<file path="config.mk">
export PLATFORM = sky130hd
export DESIGN_NAME = t16pc_unit
export DESIGN_NICKNAME = d
export VERILOG_FILES = /design/src/logic/t16pc_unit.v
export VERILOG_INCLUDE_DIRS = /design/src /design/src/logic
export SDC_FILE = /design/constraint.sdc
export NUM_CORES = 1
export LEC_CHECK = 0
export BUFFER_PORTS_ARGS = -buffer_cell sky130_fd_sc_hd__buf_2
export CORE_ASPECT_RATIO = 1.1
export CORE_MARGIN = 4
export CORE_UTILIZATION = 63
export CTS_BUF_LIST = sky130_fd_sc_hd__clkbuf_8 sky130_fd_sc_hd__clkbuf_16
export DETAILED_ROUTE_END_ITERATION = 8
export HOLD_SLACK_MARGIN = 0.1
export PLACE_DENSITY = 0.82
export SLEW_MARGIN = 0
export SYNTH_ARGS = -nofsm -noshare
export SYNTH_HDL_FRONTEND = slang
export SYNTH_SLANG_ARGS = --single-unit
</file>
<file path="constraint.sdc">
create_clock -name clk -period 4.08 [get_ports clk]
set_input_delay 0.816 -clock clk [delete_from_list [all_inputs] [get_ports clk]]
set_output_delay 0.816 -clock clk [all_outputs]
set_load 0.005 [all_outputs]
</file>
<file path="src/logic/t16pc_regs.vh">
`ifndef T16PC_REGS_VH
`define T16PC_REGS_VH

// register byte offsets
`define T16PC_CTRL_OFS 8'h00
`define T16PC_TOG_OFS 8'h04
`define T16PC_CMP_LO_OFS 8'h08
`define T16PC_CMP_HI_OFS 8'h0C
`define T16PC_CAPTURE_REG_FIRST_OFS 8'h10
`define T16PC_CAPTURE_REG_SECOND_OFS 8'h14
`define T16PC_CNT_OFS 8'h18
`define T16PC_STAT_OFS 8'h1C
`define T16PC_MASK_OFS 8'h20

// control register fields
`define T16PC_RUN_BIT 0
`define T16PC_CLR_BIT 1
`define T16PC_CLKSEL_LSB 2
`define T16PC_CAPSEL_LSB 4
`define T16PC_DBUF_BIT 6
`define T16PC_PHASE_BIT 7
`define T16PC_SWCAP_BIT 8
`define T16PC_CTRL_RST 8'h00

// toggle control fields
`define T16PC_EQLO_BIT 0
`define T16PC_EQHI_BIT 1
`define T16PC_CAP1T_BIT 2
`define T16PC_CAP2T_BIT 3
`define T16PC_OUTA_BIT 4
`define T16PC_OUTB_BIT 5
`define T16PC_CMDA_LSB 6
`define T16PC_CMDB_LSB 8
`define T16PC_TOG_RST 6'h00

// flip-flop commands written into the toggle control register
`define T16PC_CMD_INV 2'h0
`define T16PC_CMD_SET 2'h1
`define T16PC_CMD_CLR 2'h2
`define T16PC_CMD_NONE 2'h3

// counter clock selections
`define T16PC_CLK_EXT 2'h0
`define T16PC_CLK_TAP1 2'h1
`define T16PC_CLK_TAP4 2'h2
`define T16PC_CLK_TAP16 2'h3

// capture modes
`define T16PC_CAP_OFF 2'h0
`define T16PC_CAP_TDIFF 2'h1
`define T16PC_CAP_PWIDTH 2'h2
`define T16PC_CAP_FREQ 2'h3

// status and mask bits
`define T16PC_ST_LO 0
`define T16PC_ST_HI 1
`define T16PC_ST_CAPA 2
`define T16PC_ST_TRGB 3
`define T16PC_ST_OVF 4
`define T16PC_ST_W 5
`define T16PC_ST_RST 5'h00

// prescaler timing: tap_1 period and derived clock counts
`define T16PC_TAP1_NS 400
`define T16PC_CLK_MHZ 250
`define T16PC_TAP1_CYC (`T16PC_TAP1_NS * `T16PC_CLK_MHZ / 1000)

`endif

</file>
<file path="src/logic/t16pc_unit.v">
// Summary of operation
// both timer channels behave identically, except two-phase
// compare matches invert toggle_ff_a, drive toggle_out_a
// software keeps compare_reg_lo below compare_reg_hi
// buffered low compare loads on high match
// capture, match toggling, output drive separately enabled
// mode 01 captures first on trigger_in_a rise
// separate lo and hi match toggle enables
// software sequences delayed one-shot through interrupts
// capture into first register may invert toggle_ff_a
// frequency mode captures on eight_bit_toggle_ff edges
// mode 10 captures both edges, irq on fall
// trigger_in_b rise loads second capture, raises irq
// two-phase: lo inverts ff a, hi ff b
// two-phase flip-flop b only on first channel
// free-running counter wraps after full 16-bit range
// each compare match raises its own interrupt
// high match clears counter only when enabled
// double buffer bit steers low compare writes
// external edges synchronised, one capture per edge
`timescale 1ns/1ps
`include "t16pc_regs.vh"
module t16pc_unit #(
  parameter HAS_TWO_PHASE = 1,
  parameter TAP1_CYC = `T16PC_TAP1_CYC
) (
  // clock and reset
  input wire clk,
  input wire rst_n,
  // register port
  input wire [7:0] reg_addr,
  input wire [31:0] reg_wdata,
  input wire reg_wr,
  input wire reg_rd,
  output wire [31:0] reg_rdata,
  // external trigger and toggle sources
  input wire trigger_in_a,
  input wire trigger_in_b,
  input wire eight_bit_toggle_ff,
  // outputs
  output wire toggle_out_a,
  output wire toggle_out_b,
  output wire irq
);

  localparam CW = 16;

  reg [31:0] rdata_ff;
  reg [7:0] ctrl_ff;
  reg [5:0] tog_ff;
  reg [CW-1:0] cnt_ff;
  reg [CW-1:0] cmp_lo_ff;
  reg [CW-1:0] cmp_lo_buf_ff;
  reg [CW-1:0] cmp_hi_ff;
  reg [CW-1:0] capture_reg_first_ff;
  reg [CW-1:0] capture_reg_second_ff;
  reg [`T16PC_ST_W-1:0] stat_ff;
  reg [`T16PC_ST_W-1:0] mask_ff;
  reg toggle_ff_a;
  reg toggle_ff_b;
  reg out_a_ff;
  reg out_b_ff;
  reg irq_ff;
  reg [10:0] presc_ff;
  reg [3:0] tap_cnt_ff;
  reg sw_cap_ff;

  wire [2:0] pin_in;
  wire [2:0] rise;
  wire [2:0] fall;

  assign pin_in = {eight_bit_toggle_ff, trigger_in_b, trigger_in_a};
  assign reg_rdata = rdata_ff;
  assign toggle_out_a = out_a_ff;
  assign toggle_out_b = out_b_ff;
  assign irq = irq_ff;

  // two stages per pin, third stage only for edge detection
  // pins idle low, so the reset value gives no false edge
  genvar gi;
  generate
    for (gi = 0; gi < 3; gi = gi + 1) begin : g_sync
      reg [2:0] sh_ff;
      always @(posedge clk or negedge rst_n) begin
        if (!rst_n) begin
          sh_ff <= 3'h0;
        end else begin
          sh_ff <= {sh_ff[1:0], pin_in[gi]};
        end
      end
      assign rise[gi] = sh_ff[1] & ~sh_ff[2];
      assign fall[gi] = ~sh_ff[1] & sh_ff[2];
    end
  endgenerate

  // control fields
  wire run = ctrl_ff[`T16PC_RUN_BIT];
  wire clear_on_match_en = ctrl_ff[`T16PC_CLR_BIT];
  wire [1:0] clk_sel = ctrl_ff[`T16PC_CLKSEL_LSB +: 2];
  wire [1:0] capture_mode_sel = ctrl_ff[`T16PC_CAPSEL_LSB +: 2];
  wire double_buffer_en = ctrl_ff[`T16PC_DBUF_BIT];
  wire two_phase = ctrl_ff[`T16PC_PHASE_BIT] & (HAS_TWO_PHASE != 0);
  wire toggle_on_lo_match_en = tog_ff[`T16PC_EQLO_BIT];
  wire toggle_on_hi_match_en = tog_ff[`T16PC_EQHI_BIT];

  // register write decode
  wire wr_ctrl = reg_wr & (reg_addr == `T16PC_CTRL_OFS);
  wire wr_tog = reg_wr & (reg_addr == `T16PC_TOG_OFS);
  wire wr_lo = reg_wr & (reg_addr == `T16PC_CMP_LO_OFS);
  wire wr_hi = reg_wr & (reg_addr == `T16PC_CMP_HI_OFS);
  wire wr_stat = reg_wr & (reg_addr == `T16PC_STAT_OFS);
  wire wr_mask = reg_wr & (reg_addr == `T16PC_MASK_OFS);
  wire [1:0] cmd_a = reg_wdata[`T16PC_CMDA_LSB +: 2];
  wire [1:0] cmd_b = reg_wdata[`T16PC_CMDB_LSB +: 2];

  // prescaler: tap_1 base pulse, tap_4 and tap_16 from its count
  // presc_ff is 11 bits, so TAP1_CYC above 2048 never fires
  wire tap1 = (presc_ff == TAP1_CYC - 1);
  wire tap4 = tap1 & (tap_cnt_ff[1:0] == 2'h3);
  wire tap16 = tap1 & (tap_cnt_ff == 4'hF);

  always @(posedge clk or negedge rst_n) begin
    if (!rst_n) begin
      presc_ff <= 11'h000;
      tap_cnt_ff <= 4'h0;
    end else if (tap1) begin
      presc_ff <= 11'h000;
      tap_cnt_ff <= tap_cnt_ff + 4'h1;
    end else begin
      presc_ff <= presc_ff + 11'h001;
    end
  end

  // counter advance enable from the selected source
  reg tick;
  always @* begin
    case (clk_sel)
      `T16PC_CLK_EXT: tick = rise[0];
      `T16PC_CLK_TAP1: tick = tap1;
      `T16PC_CLK_TAP4: tick = tap4;
      default: tick = tap16;
    endcase
  end
  wire adv = run & tick;

  // comparators see the value held before the advance
  // no guard for low at or above high; software keeps the order
  wire lo_match = adv & (cnt_ff == cmp_lo_ff);
  wire hi_match = adv & (cnt_ff == cmp_hi_ff);
  wire clr_cnt = hi_match & clear_on_match_en;
  wire ovf = adv & (cnt_ff == 16'hFFFF) & ~clr_cnt;

  // up-counter, wraps naturally through 16'hFFFF
  // the wrap is silent apart from the overflow status bit
  always @(posedge clk or negedge rst_n) begin
    if (!rst_n) begin
      cnt_ff <= 16'h0000;
    end else if (clr_cnt) begin
      cnt_ff <= 16'h0000;
    end else if (adv) begin
      cnt_ff <= cnt_ff + 16'h0001;
    end
  end

  // capture events per mode; off mode ignores the pins
  wire m_tdiff = (capture_mode_sel == `T16PC_CAP_TDIFF);
  wire m_pw = (capture_mode_sel == `T16PC_CAP_PWIDTH);
  wire m_freq = (capture_mode_sel == `T16PC_CAP_FREQ);
  wire capture_reg_first_ev = ((m_tdiff | m_pw) & rise[0])
               | (m_freq & rise[2]) | sw_cap_ff;
  wire capture_reg_second_ev = (m_tdiff & rise[1])
               | (m_pw & fall[0])
               | (m_freq & fall[2]);
  // pulse-width mode moves the trigger interrupt to the fall
  wire capa_irq_ev = m_pw ? fall[0] : rise[0];

  always @(posedge clk or negedge rst_n) begin
    if (!rst_n) begin
      capture_reg_first_ff <= 16'h0000;
      capture_reg_second_ff <= 16'h0000;
    end else begin
      if (capture_reg_first_ev) begin
        capture_reg_first_ff <= cnt_ff;
      end
      if (capture_reg_second_ev) begin
        capture_reg_second_ff <= cnt_ff;
      end
    end
  end

  // compare registers and low buffer
  always @(posedge clk or negedge rst_n) begin
    if (!rst_n) begin
      cmp_lo_ff <= 16'h0000;
      cmp_lo_buf_ff <= 16'h0000;
      cmp_hi_ff <= 16'h0000;
    end else begin
      if (wr_lo) begin
        cmp_lo_buf_ff <= reg_wdata[CW-1:0];
      end
      // buffered copy uses the old buffer if a write coincides
      if (wr_lo & ~double_buffer_en) begin
        cmp_lo_ff <= reg_wdata[CW-1:0];
      end else if (hi_match & double_buffer_en) begin
        cmp_lo_ff <= cmp_lo_buf_ff;
      end
      if (wr_hi) begin
        cmp_hi_ff <= reg_wdata[CW-1:0];
      end
    end
  end

  // control registers; software capture is a one-cycle pulse
  always @(posedge clk or negedge rst_n) begin
    if (!rst_n) begin
      ctrl_ff <= `T16PC_CTRL_RST;
      tog_ff <= `T16PC_TOG_RST;
      mask_ff <= `T16PC_ST_RST;
      sw_cap_ff <= 1'b0;
    end else begin
      // capture bit is a strobe only, so it is not stored or read back
      sw_cap_ff <= wr_ctrl & reg_wdata[`T16PC_SWCAP_BIT];
      if (wr_ctrl) begin
        ctrl_ff <= reg_wdata[7:0];
      end
      if (wr_tog) begin
        tog_ff <= reg_wdata[5:0];
      end
      if (wr_mask) begin
        mask_ff <= reg_wdata[`T16PC_ST_W-1:0];
      end
    end
  end

  // toggle_ff_a: simultaneous events each invert, so xor them
  wire inv_a = (lo_match & toggle_on_lo_match_en)
             ^ (hi_match & toggle_on_hi_match_en & ~two_phase)
             ^ (capture_reg_first_ev & tog_ff[`T16PC_CAP1T_BIT])
             ^ (capture_reg_second_ev & tog_ff[`T16PC_CAP2T_BIT]);

  // a software command in the same cycle overrides hardware
  always @(posedge clk or negedge rst_n) begin
    if (!rst_n) begin
      toggle_ff_a <= 1'b0;
    end else if (wr_tog & (cmd_a == `T16PC_CMD_INV)) begin
      toggle_ff_a <= ~toggle_ff_a;
    end else if (wr_tog & (cmd_a == `T16PC_CMD_SET)) begin
      toggle_ff_a <= 1'b1;
    end else if (wr_tog & (cmd_a == `T16PC_CMD_CLR)) begin
      toggle_ff_a <= 1'b0;
    end else if (inv_a) begin
      toggle_ff_a <= ~toggle_ff_a;
    end
  end

  // second flip-flop exists only on the first channel
  generate
    if (HAS_TWO_PHASE != 0) begin : g_ffb
      wire inv_b = hi_match & toggle_on_hi_match_en & two_phase;
      always @(posedge clk or negedge rst_n) begin
        if (!rst_n) begin
          toggle_ff_b <= 1'b0;
        end else if (wr_tog & (cmd_b == `T16PC_CMD_INV)) begin
          toggle_ff_b <= ~toggle_ff_b;
        end else if (wr_tog & (cmd_b == `T16PC_CMD_SET)) begin
          toggle_ff_b <= 1'b1;
        end else if (wr_tog & (cmd_b == `T16PC_CMD_CLR)) begin
          toggle_ff_b <= 1'b0;
        end else if (inv_b) begin
          toggle_ff_b <= ~toggle_ff_b;
        end
      end
    end else begin : g_noffb
      // second channel: no flip-flop b, output held low
      always @(posedge clk or negedge rst_n) begin
        if (!rst_n) begin
          toggle_ff_b <= 1'b0;
        end else begin
          toggle_ff_b <= 1'b0;
        end
      end
    end
  endgenerate

  // pin drivers; disabled outputs idle low
  // gating is registered, so a pin follows its enable a cycle late
  always @(posedge clk or negedge rst_n) begin
    if (!rst_n) begin
      out_a_ff <= 1'b0;
      out_b_ff <= 1'b0;
    end else begin
      out_a_ff <= toggle_ff_a & tog_ff[`T16PC_OUTA_BIT];
      out_b_ff <= toggle_ff_b & tog_ff[`T16PC_OUTB_BIT];
    end
  end

  // sticky status, write one to clear; a new event beats the clear
  wire [`T16PC_ST_W-1:0] ev = {ovf, rise[1], capa_irq_ev,
                               hi_match, lo_match};
  wire [`T16PC_ST_W-1:0] clr_bits =
    wr_stat ? reg_wdata[`T16PC_ST_W-1:0] : 5'h00;
  wire [`T16PC_ST_W-1:0] nxt_stat = (stat_ff & ~clr_bits) | ev;
  // irq follows a mask write at once rather than a cycle later
  wire [`T16PC_ST_W-1:0] nxt_mask =
    wr_mask ? reg_wdata[`T16PC_ST_W-1:0] : mask_ff;

  always @(posedge clk or negedge rst_n) begin
    if (!rst_n) begin
      stat_ff <= `T16PC_ST_RST;
      irq_ff <= 1'b0;
    end else begin
      stat_ff <= nxt_stat;
      irq_ff <= |(nxt_stat & nxt_mask);
    end
  end

  // read mux, data valid in the cycle after the strobe
  // command fields always read back as 11, the no-op code
  reg [31:0] nxt_rdata;
  always @* begin
    case (reg_addr)
      `T16PC_CTRL_OFS: nxt_rdata = {24'h000000, ctrl_ff[7:0]};
      `T16PC_TOG_OFS: nxt_rdata = {22'h000000, 4'hF, tog_ff};
      `T16PC_CMP_LO_OFS: nxt_rdata = {16'h0000, cmp_lo_ff};
      `T16PC_CMP_HI_OFS: nxt_rdata = {16'h0000, cmp_hi_ff};
      `T16PC_CAPTURE_REG_FIRST_OFS: nxt_rdata = {16'h0000, capture_reg_first_ff};
      `T16PC_CAPTURE_REG_SECOND_OFS: nxt_rdata = {16'h0000, capture_reg_second_ff};
      `T16PC_CNT_OFS: nxt_rdata = {16'h0000, cnt_ff};
      `T16PC_STAT_OFS: nxt_rdata = {27'h0000000, stat_ff};
      `T16PC_MASK_OFS: nxt_rdata = {27'h0000000, mask_ff};
      default: nxt_rdata = 32'h00000000;
    endcase
  end

  // data held only for one cycle, zero otherwise
  always @(posedge clk or negedge rst_n) begin
    if (!rst_n) begin
      rdata_ff <= 32'h00000000;
    end else begin
      rdata_ff <= reg_rd ? nxt_rdata : 32'h00000000;
    end
  end

endmodule

</file>
==> results of run 1 <==
[cells by family (layout without fill, tap and decap cells)]
group / after synthesis / count (layout) / share of synthesized area, %
other: 1 / 16 / 0.0480
XOR/XNOR: 59 / 59 / 6.96
AO/OA/AOI/OAI: 108 / 108 / 9.30
buffers and inverters: 71 / 108 / 4.26
AND/OR/NAND/NOR: 168 / 168 / 11.5
adder cells (fa/ha/maj): 6 / 6 / 0.960
flip-flops: 166 / 166 / 53.1
multiplexers: 99 / 99 / 13.9
[synthesized netlist by cell type, types with 5 or more instances]
| cell type | number | area [sq um] |
|---|---|---|
| a21oi_1 | 33 | 165 |
| a221oi_1 | 6 | 52.6 |
| a222oi_1 | 11 | 110 |
| a22oi_1 | 18 | 135 |
| a31oi_1 | 8 | 50.1 |
| and3_1 | 6 | 37.5 |
| buf_2 | 5 | 25.0 |
| buf_4 | 16 | 120 |
| clkbuf_1 | 35 | 131 |
| dfrtp_1 | 166 | 4150 |
| ha_1 | 6 | 75.1 |
| inv_1 | 13 | 48.8 |
| mux2_2 | 76 | 856 |
| mux2i_1 | 23 | 230 |
| nand2_1 | 33 | 124 |
| nand2b_1 | 5 | 31.3 |
| nand3_1 | 12 | 60.1 |
| nand4_1 | 9 | 56.3 |
| nor2_1 | 47 | 176 |
| nor3_1 | 9 | 45.0 |
| nor4_1 | 10 | 62.6 |
| o21ai_0 | 16 | 80.1 |
| xnor2_1 | 35 | 307 |
| xor2_1 | 22 | 193 |
[layout make-up]
class / instances / area (sq um)
multi-input combinational: 456 / 3390
tap: 154 / 193
fill: 806 / 3330
clock buffer: 18 / 439
sequential: 166 / 4150
clock inverter: 14 / 160
timing repair buffer: 63 / 369
inverter: 13 / 48.8
[stage by stage]
step / setup WS, ns / utilization [%] / instances
final: 0.906 / 72.4 / 884
after global routing: 0.812 / 72.4 / 884
after CTS: 0.957 / 72.4 / 884
after detailed placement: 0.964 / 67.5 / 852
after global placement: 1.08 / 67.5 / 852
after floorplan: 1.40 / - / 693
[cell usage in the layout, fill, tap and decap left out, drive strengths merged, types with 4 or more instances in the layout]
cell type | netlist | layout
or2 | 4 | 4
o21ai | 17 | 17
nor4 | 10 | 10
ha | 6 | 6
nand2 | 33 | 33
a31oi | 8 | 8
dfrtp | 166 | 166
a22oi | 19 | 19
clkbuf | 35 | 18
and3 | 6 | 6
mux2i | 23 | 23
a222oi | 11 | 11
nand3b | 4 | 4
xnor2 | 35 | 35
mux2 | 76 | 76
buf | 23 | 63
inv | 13 | 21
xor2 | 22 | 22
nor3 | 10 | 10
nand4 | 9 | 9
nand2b | 5 | 5
nand3 | 12 | 12
a221oi | 6 | 6
conb | 1 | 16
nor2 | 47 | 47
a21oi | 33 | 33
[worst paths after layout]
check | slack (ns) | from | endpoint
max | 0.91 | cnt_ff[2] | cmp_lo_ff[0]
min | 0.35 | g_sync[2].sh_ff[0] | g_sync[2].sh_ff[1]
max reg2reg | 0.91 | cnt_ff[2] | cmp_lo_ff[0]
min reg2reg | 0.35 | g_sync[2].sh_ff[0] | g_sync[2].sh_ff[1]
max in group asynchronous | 2.76 | rst_n | cmp_lo_ff[11]
min in group asynchronous | 0.43 | rst_n | tap_cnt_ff[3]
[state kept, by name, summed over array words and instances (netlist names), 5 cells and up]
name,count
cmp_hi_ff,16
reg_rdata,16
capture_reg_first_ff,16
cmp_lo_buf_ff,16
ctrl_ff,8
stat_ff,5
cnt_ff,16
g_sync.sh_ff,9
capture_reg_second_ff,16
cmp_lo_ff,16
mask_ff,5
presc_ff,11
tog_ff,6
[power groups by stage]
stage	Combinational [mW]	Clock, mW	Sequential, mW
final	0.224	1.61	1.77
after global routing	0.247	1.71	1.77
after floorplan	0.144	0	1.77
after global placement	0.213	0	1.79
after detailed placement	0.221	0	1.79
after CTS	0.224	1.63	1.76
[metal layers]
layer	global-route usage (%)	vias to the layer above	share of wire [%]	wire (microns)
met4	14.0	0	4.2	776
met2	42.5	273	49	9090
met1	35.0	2796	39	7210
li1	-	2477	-	-
met5	0	-	0	0
met3	6.61	60	8.2	1530
==> metrics.cfg, run 1 <==
[drt]
post-route-drc-count=0
vias_per_cell=6.34
vias=5606
drt_pass1_iterations=6
ant_nets=0
wl_per_cell_microns=21.0
drt-total-wl_microns=18600
initialDrtViolationCount=554

[floorplan]
io_pins=82
core_area_sq_mm=0.0121
dieArea_sq_mm=0.0143
rows=42
die_w_microns=114
initial_utilization_pct=64.7
die_h_microns=125

[power_and_ir_drop]
seqPwrFrac_pct=49.0
intPower_mw=2.73
p_leak_nw=4.12
p_comb_share_pct=6.2
pwr_density_cell_mw_per_mm2=412
switchingPower_mw=0.873
ir_drop_v=0.000341
switching_share_pct=24.2
p_total_mw=3.61
power_frac_clock_pct=44.8

[logic_synthesis]
ys_seq_elements=166
ys_warn_count=0
synthCells=678
syn_area_sq_mm=0.00782
avgSynthCellArea_sq_um=11.5
ys.flop_type=dfrtp_1
ys_async_sr_fraction_pct=100
synth_enable_flop_cells=0
ys_types=59
seq_area_frac_synth_pct=53.1

[placed_design]
gp_congestion=0.903
portBuffers=49
placed_area_sq_mm=0.00815
hpwl_microns=12700

[timing]
rsz0062_at_grt=false
finClkSkew_ns=0.00882
fin_hold_ws_ns=0.348
setup_viol=0
fin_crit_ns=3.17
tightest_slew_ns=1.05
relSlewSlack_pct=29.3
hold_viol=0
fmax_mhz=315
finalMaxSlewViolations=0
tns_ns=0
finalCritPeriodShare_pct=77.8

[clock_tree]
clkLatencyLatePin_ns=0.43
cts_tree=done
clock-sinks=166
cts_setup_buffers=0
clk_pin_slew_ns=0.07
hold_buffers=0
cts-root-buf=clkbuf_16
clockBufferDepth=2
htree_levels=4
cts_resized=0
cts-buffers-inserted=17

[setup_path]
slowest_stage=nor4_1
critPathKind=reg -> reg
worst-path-buf-inv=1
slowest_delay_ns=0.90
critPathCaptureType=flop
startpoint_type=flop
reg2regPathDepth=7
critPathMaxFanout=12
required_ns=4.36
worst-path-stages=7
critPathTopFamily=simple AND/OR/NAND/NOR gates
worst_ep_arrival_time_ns=3.46
path_cells=xnor2_1 > nand4_1 > nor4_1 > nand3b_1 > buf_4 > mux2i_1 > a21oi_1

[grt]
grt.overflow.total=0
grt_pass1_vias=5670
grt_antenna_before_repair=0
track_usage_pct=27.1
grt_pass1_wl_microns=29600
grt_max_degree=85

[finish]
drive_gt1_share_pct=24.8
syn_to_final_growth_pct=11.9
design_area_sq_mm=0.00875
fin_nets=770
n_antenna_cell=0

[min_path]
hold_path_depth=0
worstHoldPathType=reg -> reg

[flow_run]
maxCapViolCount=0

[run_status]
status=completed

(Power assumes the default switching activity.)
==> run 2: changes to the inputs <==
Settings changed: CORE_UTILIZATION 63 to 53, PLACE_DENSITY 0.82 to 0.73.
Clock period 4.08 ns to 2.55 ns, I/O delays scaled along.
==> run 2 against run 1 <==
Count of clock-buffer cells in the layout is the same; non-clock buffer count up 23; first-iteration DRC count up 13%; critical endpoint is now irq.
==> metrics.cfg, run 2 (synthesis results as in run 1) <==
[floorplan]
die_w_microns=124  ; +8.4%
io_pins=82  ; unchanged
initial_utilization_pct=54.1  ; -11 points
dieArea_sq_mm=0.0168  ; +18%
core_area_sq_mm=0.0144  ; +20%
die_h_microns=135  ; +8.5%
rows=46  ; +9.5%

[drt]
vias_per_cell=5.92  ; -6.7%
post-route-drc-count=0  ; unchanged
vias=5592  ; -0.25%
drt_pass1_iterations=7  ; +1
initialDrtViolationCount=625  ; +13%
ant_nets=0  ; unchanged
wl_per_cell_microns=20.4  ; -3.2%
drt-total-wl_microns=19200  ; +3.4%

[grt]
track_usage_pct=24.5  ; -2.6 points
grt_antenna_before_repair=0  ; unchanged
grt_pass1_wl_microns=31200  ; +5.2%
grt_pass1_vias=5761  ; +1.6%
grt.overflow.total=0  ; unchanged
grt_max_degree=71  ; -16%

[finish]
final_common_cell=dfrtp_1
fin_util_pct=62.3  ; -10 points
stdcell_count=945  ; +6.9%
syn_to_final_growth_pct=15.1
design_area_sq_mm=0.00900  ; +2.8%
fin_nets=793  ; +3.0%
drive_gt1_share_pct=27.1  ; +2.3 points
layout_common_cells=166 x dfrtp_1, 76 x mux2_2, 48 x buf_2
n_antenna_cell=0  ; unchanged

[setup_path]
worst_ep_arrival_time_ns=2.76  ; -0.70 ns
required_ns=2.87  ; -1.49 ns
reg2regPathDepth=7  ; unchanged
path_cells=ha_1 > or4b_4 > nor3_4 > a22oi_2 > or3b_1 > o31a_1 > o2111ai_1
critPathMaxFanout=4  ; -8
critPathKind=reg -> reg
worst-path-stages=7  ; unchanged
reg2reg_from=presc_ff[0]
ff2ff_setup_slack_ns=0.11  ; -0.80 ns
r2r-end=irq
critPathCaptureType=flop
worst-path-buf-inv=0  ; -1
critPathTopFamily=simple AND/OR/NAND/NOR gates
slowest_stage=or4b_4
startpoint_type=flop
slowest_delay_ns=0.49  ; -0.41 ns

[timing]
fmax_mhz=410  ; +30%
fin_crit_ns=2.44  ; -0.735 ns
fin_hold_ws_ns=0.106  ; -0.241 ns
setup_slack_ns=0.111  ; -0.795 ns
tns_ns=0  ; unchanged
rsz0062_at_grt=false
tightest_slew_ns=0.673  ; -0.378 ns
setup_viol=0  ; unchanged
finalMaxSlewViolations=0  ; unchanged
finClkSkew_ns=0.00950  ; +0.000680 ns
hold_viol=0  ; unchanged
relSlewSlack_pct=55.1  ; +26 points
finalCritPeriodShare_pct=95.7  ; +18 points

[placed_design]
portBuffers=49  ; unchanged
dpl.cell_count=913  ; +7.2%
gp_congestion=0.904  ; about the same
placed_area_sq_mm=0.00837  ; +2.7%
hpwl_microns=13600  ; +6.9%
pre_cts_slack_ns=0.0455  ; -0.918 ns

[flow_run]
maxCapViolCount=0  ; unchanged

[clock_tree]
htree_levels=4  ; unchanged
cts-buffers-inserted=17  ; unchanged
cts-root-buf=clkbuf_16
clk_pin_slew_ns=0.06  ; about the same
hold_buffers=0  ; unchanged
clkLatencyLatePin_ns=0.42  ; about the same
cts_tree=done
clock-sinks=166  ; unchanged
clockBufferDepth=2  ; unchanged

[power_and_ir_drop]
p_leak_nw=4.25  ; +3.1%
ir_drop_v=0.000480  ; +40%
pwr_density_cell_mw_per_mm2=643  ; +56%
p_total_mw=5.79  ; +61%

[run_status]
status=completed

[min_path]
worstHoldPathType=in -> async

-- run 2: layout make-up --
type | count | area [sq um]
multi-input combinational | 456 | 3400
timing repair buffer | 86 | 549
tap | 192 | 240
clock buffer | 18 | 439
inverter | 13 | 48.8
fill | 1140 | 5450
sequential | 166 | 4150
clock inverter | 14 | 163
-- run 2: per-layer routing --
layer / routed length, microns / vias up / track usage [%]
met2: 9340 / 226 / 39.3
met4: 514 / 0 / 8.37
met5: 0 / - / 0
met1: 7960 / 2799 / 33.5
met3: 1420 / 47 / 4.76
li1: - / 2520 / -
-- run 2: how the worst max path moves through the flow --
stage                                to         from
after floorplan           cmp_lo_ff[10]  presc_ff[0]
after global placement      toggle_ff_b  reg_addr[1]
after detailed placement    toggle_ff_a  presc_ff[0]
after CTS                   toggle_ff_a  presc_ff[0]
after global routing                irq  presc_ff[0]
final                               irq  presc_ff[0]
-- run 2: repair_timing --
item,in CTS,in global routing
setup endpoints to repair,0,17
setup buffers,0,0
gates resized for setup,0,5
-- run 2: power by group --
part / internal [mW] / switching [mW] / leakage (nW)
Clock: 1.56 / 1.03 / 0.292
Sequential: 2.73 / 0.103 / 2.18
Combinational: 0.171 / 0.206 / 1.78
